$ cat config.mk
export PLATFORM = sky130hd
export DESIGN_NAME = pdm_regs
export DESIGN_NICKNAME = d
export VERILOG_FILES = /design/src/design/pdm_pkg.sv /design/src/design/pdm_regs.sv
export SDC_FILE = /design/constraint.sdc
export NUM_CORES = 1
export LEC_CHECK = 0
export ABC_AREA = 0
export BUFFER_PORTS_ARGS = -buffer_cell sky130_fd_sc_hd__buf_2
export CAP_MARGIN = 20
export CELL_PAD_IN_SITES_DETAIL_PLACEMENT = 1
export CELL_PAD_IN_SITES_GLOBAL_PLACEMENT = 1
export CORE_MARGIN = 2
export CORE_UTILIZATION = 50
export CTS_CLUSTER_SIZE = 28
export DETAILED_ROUTE_END_ITERATION = 12
export GPL_TIMING_DRIVEN = 0
export PLACE_DENSITY_LB_ADDON = 0.1
export SYNTH_ARGS = -nofsm -noshare
export SYNTH_HDL_FRONTEND = slang
export SYNTH_SLANG_ARGS = --single-unit
$ cat constraint.sdc
create_clock -name clk -period 3.7 [get_ports clk]
set_clock_uncertainty 0.05 [all_clocks]
set_input_delay 0.185 -clock clk [delete_from_list [all_inputs] [get_ports clk]]
set_output_delay 0.185 -clock clk [all_outputs]
set_load 0.005 [all_outputs]
$ cat src/design/pdm_pkg.sv
// Package for the power-down and reference-miss register bank.
// Assumes byte-wide host register access at 16-bit byte addresses.
package pdm_pkg;

    localparam int ADDR_W = 16;
    localparam int DATA_W = 8;
    localparam int NUM_REF = 2;
    localparam int NUM_OUT = 8;
    localparam int THR_W = 17;

    localparam logic [ADDR_W-1:0] OFS_XTAL_DBL = 16'h00b4;
    localparam logic [ADDR_W-1:0] OFS_REF_OFF = 16'h00b5;
    localparam logic [ADDR_W-1:0] OFS_ALOOP_OFF = 16'h00b6;
    localparam logic [ADDR_W-1:0] OFS_OUT_OFF = 16'h00b7;
    localparam logic [ADDR_W-1:0] OFS_DLOOP_CAL = 16'h00b8;
    localparam logic [ADDR_W-1:0] OFS_REF0_THR_HI = 16'h00b9;
    localparam logic [ADDR_W-1:0] OFS_REF0_THR_MID = 16'h00ba;
    localparam logic [ADDR_W-1:0] OFS_REF0_THR_LO = 16'h00bb;
    localparam logic [ADDR_W-1:0] OFS_REF1_THR_HI = 16'h00bc;
    localparam logic [ADDR_W-1:0] OFS_REF1_THR_MID = 16'h00bd;
    localparam logic [ADDR_W-1:0] OFS_REF1_THR_LO = 16'h00be;

    // Field positions
    localparam int BIT_XTAL_BYPASS = 0;
    localparam int BIT_ALOOP1_OFF = 4;
    localparam int BIT_CAL_HOLD0 = 0;
    localparam int BIT_DLOOP_OFF0 = 2;
    localparam int BIT_THR_HI = 0;
    localparam int THR_HI_POS = 16;
    localparam int THR_MID_LSB = 8;
    localparam int THR_LO_LSB = 0;

    localparam logic [THR_W-1:0] THR_RESET = 17'h1ffff;
    localparam logic [THR_W-1:0] CNT_ZERO = 17'h00000;
    localparam logic [THR_W-1:0] CNT_ONE = 17'h00001;
    localparam logic [DATA_W-1:0] RD_ZERO = 8'h00;

    typedef struct packed {
        logic xtal_doubler_bypass;
        logic [NUM_REF-1:0] ref_input_off;
        logic analog_loop1_off;
        logic [NUM_OUT-1:0] output_driver_off;
        logic [NUM_REF-1:0] digital_loop_off;
        logic [NUM_REF-1:0] analog_loop_cal_hold;
    } pdm_ctrl_s;

    localparam pdm_ctrl_s CTRL_RESET = '0;

endpackage : pdm_pkg

$ cat src/design/pdm_regs.sv
// Power-down controls and per-reference missing-signal monitor.
// Assumes a one-cycle host strobe port; ref pins are asynchronous.
// Operation
// RULE1 - Bypass bit 0 feeds doubled crystal to both loops, 1 feeds it undoubled.
// RULE2 - Each reference input has a disable bit, 1 disables it and 0 enables it.
// RULE3 - The second analog loop's disable bit shuts that loop off when 1.
// RULE4 - Each of eight outputs has a disable bit that kills its logic and tri-states it.
// RULE5 - Each digital loop has a disable bit, 1 disables it and 0 enables it.
// RULE6 - Each analog loop has a calibration hold bit, 1 holds calibration off.
// RULE7 - Each reference has a 17-bit threshold resetting to all ones; a miss alarm rises after that many idle periods.
// RULE8 - Software programs every threshold to three or more.
// RULE9 - Software writes zero to every reserved bit.
// RULE10 - Software ignores the value read from reserved bits.
// RULE11 - A reference's period counter restarts on each detected edge and compares all 17 bits.
`timescale 1ns/1ps

module pdm_regs
    import pdm_pkg::*;
(
    input wire logic clk,
    input wire logic rst_n,
    input wire logic reg_wr,
    input wire logic reg_rd,
    input wire logic [ADDR_W-1:0] reg_addr,
    input wire logic [DATA_W-1:0] reg_wdata,
    output logic [DATA_W-1:0] reg_rdata,
    output logic reg_rvalid,
    input wire logic [NUM_REF-1:0] ref_in,
    output pdm_ctrl_s ctrl,
    output logic [NUM_OUT-1:0] out_oe,
    output logic xtal_mult_two,
    output logic [NUM_REF-1:0] ref_miss
);

    pdm_ctrl_s ctrl_r;
    logic [THR_W-1:0] thr_r [NUM_REF];
    logic [THR_W-1:0] cnt_r [NUM_REF];
    logic [NUM_REF-1:0] s1_r, s2_r, s3_r, filt_r, miss_r;
    logic [NUM_REF-1:0] edge_w;
    logic [NUM_REF-1:0] filt_nxt;
    logic [DATA_W-1:0] rdata_r;
    logic rvalid_r;
    logic [NUM_OUT-1:0] oe_r;
    logic mult_r;
    logic [2:0] sel_w;

    // Which threshold byte an address selects: bit0 ref, bits 2:1 = 1 hi,2 mid,3 lo
    function automatic logic [2:0] thr_sel(input logic [ADDR_W-1:0] a);
        logic [2:0] s;
        s = 3'h0;
        case (a)
            OFS_REF0_THR_HI: s = 3'h2;
            OFS_REF0_THR_MID: s = 3'h4;
            OFS_REF0_THR_LO: s = 3'h6;
            OFS_REF1_THR_HI: s = 3'h3;
            OFS_REF1_THR_MID: s = 3'h5;
            OFS_REF1_THR_LO: s = 3'h7;
            default: s = 3'h0;
        endcase
        return s;
    endfunction : thr_sel

    // Decoded once; a function result cannot be bit-selected directly
    assign sel_w = thr_sel(reg_addr);

    // Control bits; reserved bits are not stored
    always_ff @(posedge clk or negedge rst_n)
    begin
        if (!rst_n)
        begin
            ctrl_r <= CTRL_RESET;
        end
        else if (reg_wr)
        begin
            case (reg_addr)
                OFS_XTAL_DBL: ctrl_r.xtal_doubler_bypass <= reg_wdata[BIT_XTAL_BYPASS]; // RULE1
                OFS_REF_OFF: ctrl_r.ref_input_off <= reg_wdata[NUM_REF-1:0]; // RULE2
                OFS_ALOOP_OFF: ctrl_r.analog_loop1_off <= reg_wdata[BIT_ALOOP1_OFF]; // RULE3
                OFS_OUT_OFF: ctrl_r.output_driver_off <= reg_wdata; // RULE4
                OFS_DLOOP_CAL:
                begin
                    ctrl_r.digital_loop_off <= reg_wdata[BIT_DLOOP_OFF0 +: NUM_REF]; // RULE5
                    ctrl_r.analog_loop_cal_hold <= reg_wdata[BIT_CAL_HOLD0 +: NUM_REF]; // RULE6
                end
                default: ctrl_r <= ctrl_r;
            endcase
        end
    end

    // Derived pin-facing levels, registered so outputs come from flops
    always_ff @(posedge clk or negedge rst_n)
    begin
        if (!rst_n)
        begin
            oe_r <= '0;
            mult_r <= 1'b1;
        end
        else
        begin
            oe_r <= ctrl_r.output_driver_off; // RULE4
            mult_r <= ~ctrl_r.xtal_doubler_bypass; // RULE1
        end
    end

    // Threshold bytes, assembled into 17 bits per reference
    always_ff @(posedge clk or negedge rst_n)
    begin
        if (!rst_n)
        begin
            for (int i = 0; i < NUM_REF; i++)
            begin
                thr_r[i] <= THR_RESET; // RULE7
            end
        end
        else if (reg_wr && sel_w != 3'h0)
        begin
            case (sel_w[2:1])
                2'h1: thr_r[sel_w[0]][THR_HI_POS] <= reg_wdata[BIT_THR_HI]; // RULE11
                2'h2: thr_r[sel_w[0]][THR_MID_LSB +: DATA_W] <= reg_wdata; // RULE11
                default: thr_r[sel_w[0]][THR_LO_LSB +: DATA_W] <= reg_wdata; // RULE11
            endcase
        end
    end

    // Read port: one cycle after the strobe; reserved bits read zero
    always_ff @(posedge clk or negedge rst_n)
    begin
        if (!rst_n)
        begin
            rdata_r <= RD_ZERO;
            rvalid_r <= 1'b0;
        end
        else
        begin
            rvalid_r <= reg_rd;
            if (reg_rd)
            begin
                rdata_r <= RD_ZERO;
                case (reg_addr)
                    OFS_XTAL_DBL: rdata_r[BIT_XTAL_BYPASS] <= ctrl_r.xtal_doubler_bypass;
                    OFS_REF_OFF: rdata_r[NUM_REF-1:0] <= ctrl_r.ref_input_off;
                    OFS_ALOOP_OFF: rdata_r[BIT_ALOOP1_OFF] <= ctrl_r.analog_loop1_off;
                    OFS_OUT_OFF: rdata_r <= ctrl_r.output_driver_off;
                    OFS_DLOOP_CAL:
                    begin
                        rdata_r[BIT_DLOOP_OFF0 +: NUM_REF] <= ctrl_r.digital_loop_off;
                        rdata_r[BIT_CAL_HOLD0 +: NUM_REF] <= ctrl_r.analog_loop_cal_hold;
                    end
                    default:
                    begin
                        if (sel_w != 3'h0)
                        begin
                            case (sel_w[2:1])
                                2'h1: rdata_r[BIT_THR_HI] <= thr_r[sel_w[0]][THR_HI_POS];
                                2'h2: rdata_r <= thr_r[sel_w[0]][THR_MID_LSB +: DATA_W];
                                default: rdata_r <= thr_r[sel_w[0]][THR_LO_LSB +: DATA_W];
                            endcase
                        end
                    end
                endcase
            end
        end
    end

    // Reference synchronisers; a level is accepted once stages two and three agree
    always_ff @(posedge clk or negedge rst_n)
    begin
        if (!rst_n)
        begin
            s1_r <= '0;
            s2_r <= '0;
            s3_r <= '0;
            filt_r <= '0;
        end
        else
        begin
            s1_r <= ref_in;
            s2_r <= s1_r;
            s3_r <= s2_r;
            filt_r <= filt_nxt;
        end
    end

    always_comb
    begin
        for (int i = 0; i < NUM_REF; i++)
        begin
            filt_nxt[i] = (s2_r[i] == s3_r[i]) ? s3_r[i] : filt_r[i];
            edge_w[i] = filt_nxt[i] & ~filt_r[i];
        end
    end

    // Period counters; a disabled reference neither counts nor alarms
    generate
        for (genvar g = 0; g < NUM_REF; g++)
        begin : g_mon
            always_ff @(posedge clk or negedge rst_n)
            begin
                if (!rst_n)
                begin
                    cnt_r[g] <= CNT_ZERO;
                    miss_r[g] <= 1'b0;
                end
                else if (ctrl_r.ref_input_off[g] || edge_w[g])
                begin
                    cnt_r[g] <= CNT_ZERO; // RULE11 RULE2
                    miss_r[g] <= 1'b0;
                end
                else
                begin
                    // Saturate so a dead reference keeps its alarm
                    if (cnt_r[g] != THR_RESET)
                    begin
                        cnt_r[g] <= cnt_r[g] + CNT_ONE;
                    end
                    miss_r[g] <= (cnt_r[g] >= thr_r[g]); // RULE7 RULE11
                end
            end

            chk_edge_restart: assert property ( // RULE11
                @(posedge clk) disable iff (!rst_n)
                edge_w[g] |=> cnt_r[g] == CNT_ZERO
            ) else $error("counter not restarted");

            chk_cnt_advance: assert property ( // RULE11
                @(posedge clk) disable iff (!rst_n)
                (!ctrl_r.ref_input_off[g] && !edge_w[g] && cnt_r[g] != THR_RESET)
                |=> cnt_r[g] == $past(cnt_r[g]) + CNT_ONE
            ) else $error("counter did not advance");

            chk_miss_rise: assert property ( // RULE7
                @(posedge clk) disable iff (!rst_n)
                (!ctrl_r.ref_input_off[g] && !edge_w[g] && cnt_r[g] >= thr_r[g])
                |=> miss_r[g]
            ) else $error("miss alarm late");

            // A threshold rewrite may legally drop the alarm, so only a steady one is held
            chk_miss_hold: assert property ( // RULE7
                @(posedge clk) disable iff (!rst_n)
                (miss_r[g] && !ctrl_r.ref_input_off[g] && !edge_w[g] && $stable(thr_r[g]))
                |=> miss_r[g]
            ) else $error("miss alarm dropped");

            chk_miss_cause: assert property ( // RULE7
                @(posedge clk) disable iff (!rst_n)
                $rose(miss_r[g]) |-> $past(cnt_r[g]) >= $past(thr_r[g])
            ) else $error("miss alarm early");

            chk_ref_disable: assert property ( // RULE2
                @(posedge clk) disable iff (!rst_n)
                ctrl_r.ref_input_off[g] |=> !miss_r[g] && cnt_r[g] == CNT_ZERO
            ) else $error("disabled ref still monitored");
        end
    endgenerate

    // Register-to-control checks
    chk_ref_off_store: assert property ( // RULE2
        @(posedge clk) disable iff (!rst_n)
        (reg_wr && reg_addr == OFS_REF_OFF)
        |=> ctrl.ref_input_off == $past(reg_wdata[NUM_REF-1:0])
    ) else $error("reference disable wrong");

    chk_doubler_path: assert property ( // RULE1
        @(posedge clk) disable iff (!rst_n)
        (reg_wr && reg_addr == OFS_XTAL_DBL)
        |=> ##1 mult_r == !$past(reg_wdata[BIT_XTAL_BYPASS], 2)
    ) else $error("doubler select wrong");

    chk_aloop_off: assert property ( // RULE3
        @(posedge clk) disable iff (!rst_n)
        (reg_wr && reg_addr == OFS_ALOOP_OFF)
        |=> ctrl.analog_loop1_off == $past(reg_wdata[BIT_ALOOP1_OFF])
    ) else $error("analog loop disable wrong");

    chk_out_hiz: assert property ( // RULE4
        @(posedge clk) disable iff (!rst_n)
        (reg_wr && reg_addr == OFS_OUT_OFF)
        |=> ##1 out_oe == $past(reg_wdata, 2)
    ) else $error("output disable wrong");

    chk_dloop_cal: assert property ( // RULE5 RULE6
        @(posedge clk) disable iff (!rst_n)
        (reg_wr && reg_addr == OFS_DLOOP_CAL) |=>
        ctrl.digital_loop_off == $past(reg_wdata[BIT_DLOOP_OFF0 +: NUM_REF]) &&
        ctrl.analog_loop_cal_hold == $past(reg_wdata[BIT_CAL_HOLD0 +: NUM_REF])
    ) else $error("loop control wrong");

    chk_thr_low_write: assert property ( // RULE7
        @(posedge clk) disable iff (!rst_n)
        (reg_wr && reg_addr == OFS_REF0_THR_LO)
        |=> thr_r[0][THR_LO_LSB +: DATA_W] == $past(reg_wdata)
    ) else $error("threshold low byte wrong");

    chk_thr_high_write: assert property ( // RULE11
        @(posedge clk) disable iff (!rst_n)
        (reg_wr && reg_addr == OFS_REF1_THR_HI)
        |=> thr_r[1][THR_HI_POS] == $past(reg_wdata[BIT_THR_HI])
    ) else $error("threshold top bit wrong");

    chk_thr_reset: assert property ( // RULE7
        @(posedge clk)
        $rose(rst_n) |-> thr_r[0] == THR_RESET && thr_r[1] == THR_RESET
    ) else $error("threshold reset value wrong");

    assign ctrl = ctrl_r;
    assign out_oe = oe_r;
    assign xtal_mult_two = mult_r;
    assign ref_miss = miss_r;
    assign reg_rdata = rdata_r;
    assign reg_rvalid = rvalid_r;

endmodule : pdm_regs

* After elaboration in Yosys (flattened, before gate mapping)
Cells that the tools add are included.
Widths: inputs -> output; s select.
** Storage, ports and cells
- Bits in registers :: 112
- Bits in latches :: 0
- Bits in writable memories :: 0
- Memory bits (read-only) :: 0
- Input port bits :: 30
- Logic and storage cells :: 95
- Memories :: 0
** Cells by class
- $add $sub $neg :: 2
- $mul :: 0
- Divide/modulo/power cells :: 0
- Magnitude comparators :: 4
- Equal/unequal tests :: 17
- Shifts and indexed selects :: 0
- Mux-type cells :: 30
- Bitwise gates (word level) :: 6
- Reductions and logical operators :: 16
** Operators by type and width (count)
- $eq 16x8->1 const B :: 11
- $mux 17 :: 8
- $bwmux 34 :: 3
- $pmux 34 s2 :: 1
- $demux 17 s1 :: 3
- $add 17x1->17 const B :: 2
- $ge 17x17->1 :: 2
- $ne 17x17->1 const B :: 2
- $pmux 3 s6 :: 1
- $mux 16 :: 1
- $mux 8 :: 2
- $pmux 7 s2 :: 1
- $reduce_and 2->1 :: 5
- $pmux 2 s3 :: 1
- $pmux 3 s2 :: 1
- $reduce_or 3->1 :: 2
- $pmux 1 s5 :: 1
- $mux 1 :: 4
- $pmux 1 s4 :: 1
- $reduce_bool 2->1 :: 2
- $reduce_or 4->1 :: 1
- $not 1->1 :: 3
- $pmux 1 s3 :: 1
- $reduce_bool 3->1 :: 1
- 11 further kinds :: 15

* Longest topological paths before layout
- Word-level depth :: 9
- Gate-level depth with buffers :: 12
- Gate-level depth less buffers :: 11

* Least setup slack after synthesis
Ideal clock, no wire load.
- Kind :: input to register
- Start point :: input port reg_addr[10]
- End point :: register with a tool-made name
- Arrival time :: 2.935 ns
- Data required time :: 3.571 ns
- Path slack :: 0.635 ns
- Cell stages on the path :: 11
- Cells stage by stage :: nor4_1 > nand4_1 > clkbuf_1 > or2_2 > ha_1 > clkbuf_1 > or4_4 > nand2b_1 > clkbuf_1 > buf_2 > a22o_1
** RTL lines
- start: declaration :: line pdm_regs.sv:24 : input wire logic [ADDR_W-1:0] reg_addr,

==> metrics.csv <==
stage;metric;value;unit
run_status;status;finished, final reports clean;
grt;grt_pass1_wl;27500;µm
timing;fmax;294;MHz
grt;grt_max_degree;58;
worst_setup_path;worstPathCellList;buf_2 -> nor4_1 -> nand4_1 -> clkbuf_1 -> or2_2 -> ha_1 -> clkbuf_1 -> or4_4 -> nand2b_1 -> clkbuf_1 -> buf_2 -> a32oi_1 -> nand2_1;
yosys;synth_xor_xnor_area_share;4.03;%
route;wl_per_cell;20.3;µm
placed_design;dp_hpwl;12600;µm
worst_setup_path;worstPathRequired;3.93;ns
finish;design_area;0.00695;mm²
timing;hold_ws;0.115;ns
timing;tns;0;ns
cts;post_cts_buffers;0;
route;vias;4936;
grt;grt_pass1_vias;5349;
power_and_ir_drop;seq_power_share;49.8;%
cts;cts_tree;done;
cts;clock_sinks;112;
power_and_ir_drop;clkPwrFrac;34.9;%
floorplanning;initial_core_util;50.9;%
yosys;mappedNetlistArea;0.00608;mm²
placed_design;portBuffers;62;
finish;mostFrequentLayoutCells;dfrtp_1, buf_2, inv_1;
cts;insertion_delay;0.36;ns
yosys;ys_types;51;
worst_setup_path;cp.arrival;3.63;ns
floorplanning;die_x;114;µm
grt;grt_usage;27.4;%
cts;clk_pin_slew;0.07;ns
yosys;synth.area.mux_share;5.22;%
yosys;synth_top_family_by_area;simple AND/OR/NAND/NOR gates;
floorplanning;io_pins;66;
power_and_ir_drop;powerDensity;395;mW/mm²
yosys;synthCells;598;
finish;area_growth;14.2;%
cts;htree_levels;3;
cts;post_cts_resize_count;0;
cts;cts_root_buf;clkbuf_16;
route;vias_per_cell;5.95;
cts;cts_hold_buf;4;
worst_setup_path;path_delay_family;simple AND/OR/NAND/NOR gates;
route;firstDrtPassIters;4;
yosys;yosys.area_share.simple;16.2;%
yosys;synth_adder_area_share;8.55;%
cts;cts_buffers;9;
timing;worst_slew_pin_slew;0.952;ns
yosys;synth_ff_type;dfrtp_1;
timing;rsz0062_at_grt;no;
floorplanning;core-area;0.0120;mm²
worst_setup_path;worst_path_largest_cell_delay;0.61;ns
grt;gr-total-overflow;0;
yosys;async_flop_share;100;%
yosys;ys_seq_area_share;46.8;%
timing;period_share;91.8;%
yosys;synth-seq-cells;112;
yosys;synth_compound_area_share;14.8;%
grt;antenna_found_initial;0;
worst_setup_path;path_common_cell;clkbuf_1;
timing;finalWorstSetupSlack;0.303;ns
power_and_ir_drop;worst_ir_drop_vdd;0.361;mV
worst_setup_path;crit_path_end_kind;register;
floorplanning;num_rows;40;
placed_design;gp_congestion;0.844;
finish;drive_gt1_share;22.3;%
run;maxCapViolCount;0;
power_and_ir_drop;power_switching;775;µW
finish;final_common_cell;dfrtp_1;
route;drc_errors;0;
timing;min_period;3.40;ns
worst_setup_path;crit_fanout;10;
power_and_ir_drop;p_int;1.97;mW
power_and_ir_drop;leakagePower;3.14;nW
timing;relSlewSlack;36.0;%
power_and_ir_drop;combPwrFrac;15.3;%
placed_design;placed_area;0.00661;mm²
power_and_ir_drop;power;2.74;mW
worst_setup_path;slowest_stage;or4_4;
worst_setup_path;crit_path_start_kind;primary input;
yosys;synth_edf_count;0;
timing;drv_slew;0;
route;antenna_left;0;
timing;finalSetupViolations;0;
cts;clk_path_buf_depth;2;
yosys;avgSynthCellArea;10.2;µm²
power_and_ir_drop;swShare;28.3;%
route;routed_wl;16900;µm
min_path;hp-class;in -> reg;
timing;hold_viol_final;0;
placed_design;place_ws;0.0108;ns
worst_setup_path;critPathBufInv;5;
finish;nets;747;
floorplanning;die_h;114;µm
route;drt_iter0_markers;242;
yosys;yosys_warnings;0;
floorplanning;dieArea;0.0131;mm²
yosys;syn-num-nets;668;
worst_setup_path;crit_type;in -> reg;
[metrics by stage]
stage / util [%] / std cells
4_1_cts: 58.0 / 828
3_5_place_dp: 55.3 / 808
6_report: 58.1 / 830
5_1_grt: 58.1 / 829
3_3_place_gp: 55.0 / 807
2_1_floorplan: - / 598
[layer usage]
metal / part of all wire, % / GRT usage [%] / wire length, µm
met5: 0 / 0 / 0
met4: 2.0 / 8.37 / 332
met3: 3.7 / 5.45 / 620
met2: 52 / 49.0 / 8820
met1: 42 / 33.5 / 7100
[cell type report]
cell class / instances / area (µm²)
clock inverters: 5 / 40.0
clock buffers: 11 / 253
plain buffers: 26 / 119
multi-input cells: 419 / 2970
fillers: 1380 / 5010
well taps: 147 / 184
inverters: 41 / 154
flip-flops and latches: 112 / 2850
repair buffers: 68 / 385
diodes: 1 / 2.50
[worst register-to-register path: stages, from the launching register on]
cell and delay (ns):
dfrtp_1 0.43, and3_1 0.24, and3_1 0.20, and3_1 0.18
ha_1 0.17, clkbuf_1 0.22, nand3b_1 0.26, nor3_1 0.35
and4_1 0.36, nand2_1 0.10, xor2_1 0.18, nor2_1 0.06
[power by group through the flow]
| stage | logic (mW) | registers [mW] | clock network (mW) |
|---|---|---|---|
| after floorplan | 0.261 | 1.37 | 0 |
| after global placement | 0.384 | 1.38 | 0 |
| after detailed placement | 0.412 | 1.39 | 0 |
| after CTS | 0.425 | 1.37 | 0.981 |
| after global routing | 0.477 | 1.38 | 1.01 |
| final | 0.420 | 1.37 | 0.957 |
[final timing paths]
check	start	endpoint	slack (ns)	cells past startpoint
worst max-delay path	reg_addr[10]	register	0.30	13
worst min-delay path	reg_wdata[5]	register	0.12	2
worst max register to register	cnt_r[27]$_DFFE_PN0P_	cnt_r[30]$_DFFE_PN0P_	0.78	11
worst min register to register	s1_r[0]$_DFF_PN0_	s2_r[0]$_DFF_PN0_	0.31	0
max in group asynchronous	rst_n	asynchronous set/reset pin	2.42	3
min in group asynchronous	rst_n	s2_r[0]$_DFF_PN0_	0.39	2
[cells in the mapped netlist (2+ instances only)]
cell type | number | area [µm²]
ha_1 | 40 | 500
nor4_2 | 2 | 25.0
and3_1 | 9 | 56.3
o211ai_1 | 3 | 22.5
o21ai_0 | 31 | 155
a2111oi_0 | 2 | 17.5
nand2b_1 | 5 | 31.3
nor2b_1 | 12 | 75.1
a31oi_1 | 4 | 25.0
maj3_1 | 2 | 20.0
a2bb2oi_1 | 7 | 61.3
mux2_2 | 18 | 203
or3_1 | 9 | 56.3
mux2i_1 | 10 | 100
and4_1 | 5 | 43.8
or2_2 | 3 | 18.8
clkbuf_1 | 16 | 60.1
nor4_1 | 3 | 18.8
xnor2_1 | 8 | 70.1
nand4_1 | 8 | 50.1
o22ai_1 | 2 | 12.5
nand3b_1 | 3 | 22.5
o31ai_1 | 2 | 15.0
nor2_1 | 39 | 146
xor2_1 | 20 | 175
inv_1 | 41 | 154
nor3_1 | 19 | 95.1
dfstp_2 | 35 | 920
nand3_1 | 28 | 140
a21oi_1 | 25 | 125
dfrtp_1 | 77 | 1930
a21o_1 | 6 | 45.0
a22o_1 | 34 | 298
o21bai_1 | 2 | 15.0
a32oi_1 | 7 | 61.3
nand2_1 | 39 | 146
buf_2 | 7 | 35.0
nand4b_1 | 2 | 17.5
[kinds of logic (layout without fill, tap and decap cells)]
group / after synthesis / after routing
mux: 29 / 29
fa+ha+maj: 42 / 42
xor+xnor: 28 / 28
simple gates: 190 / 190
compound gates: 130 / 130
buf+inv: 67 / 151
flops: 112 / 112
other cells: 0 / 1
(Power assumes the default switching activity.)
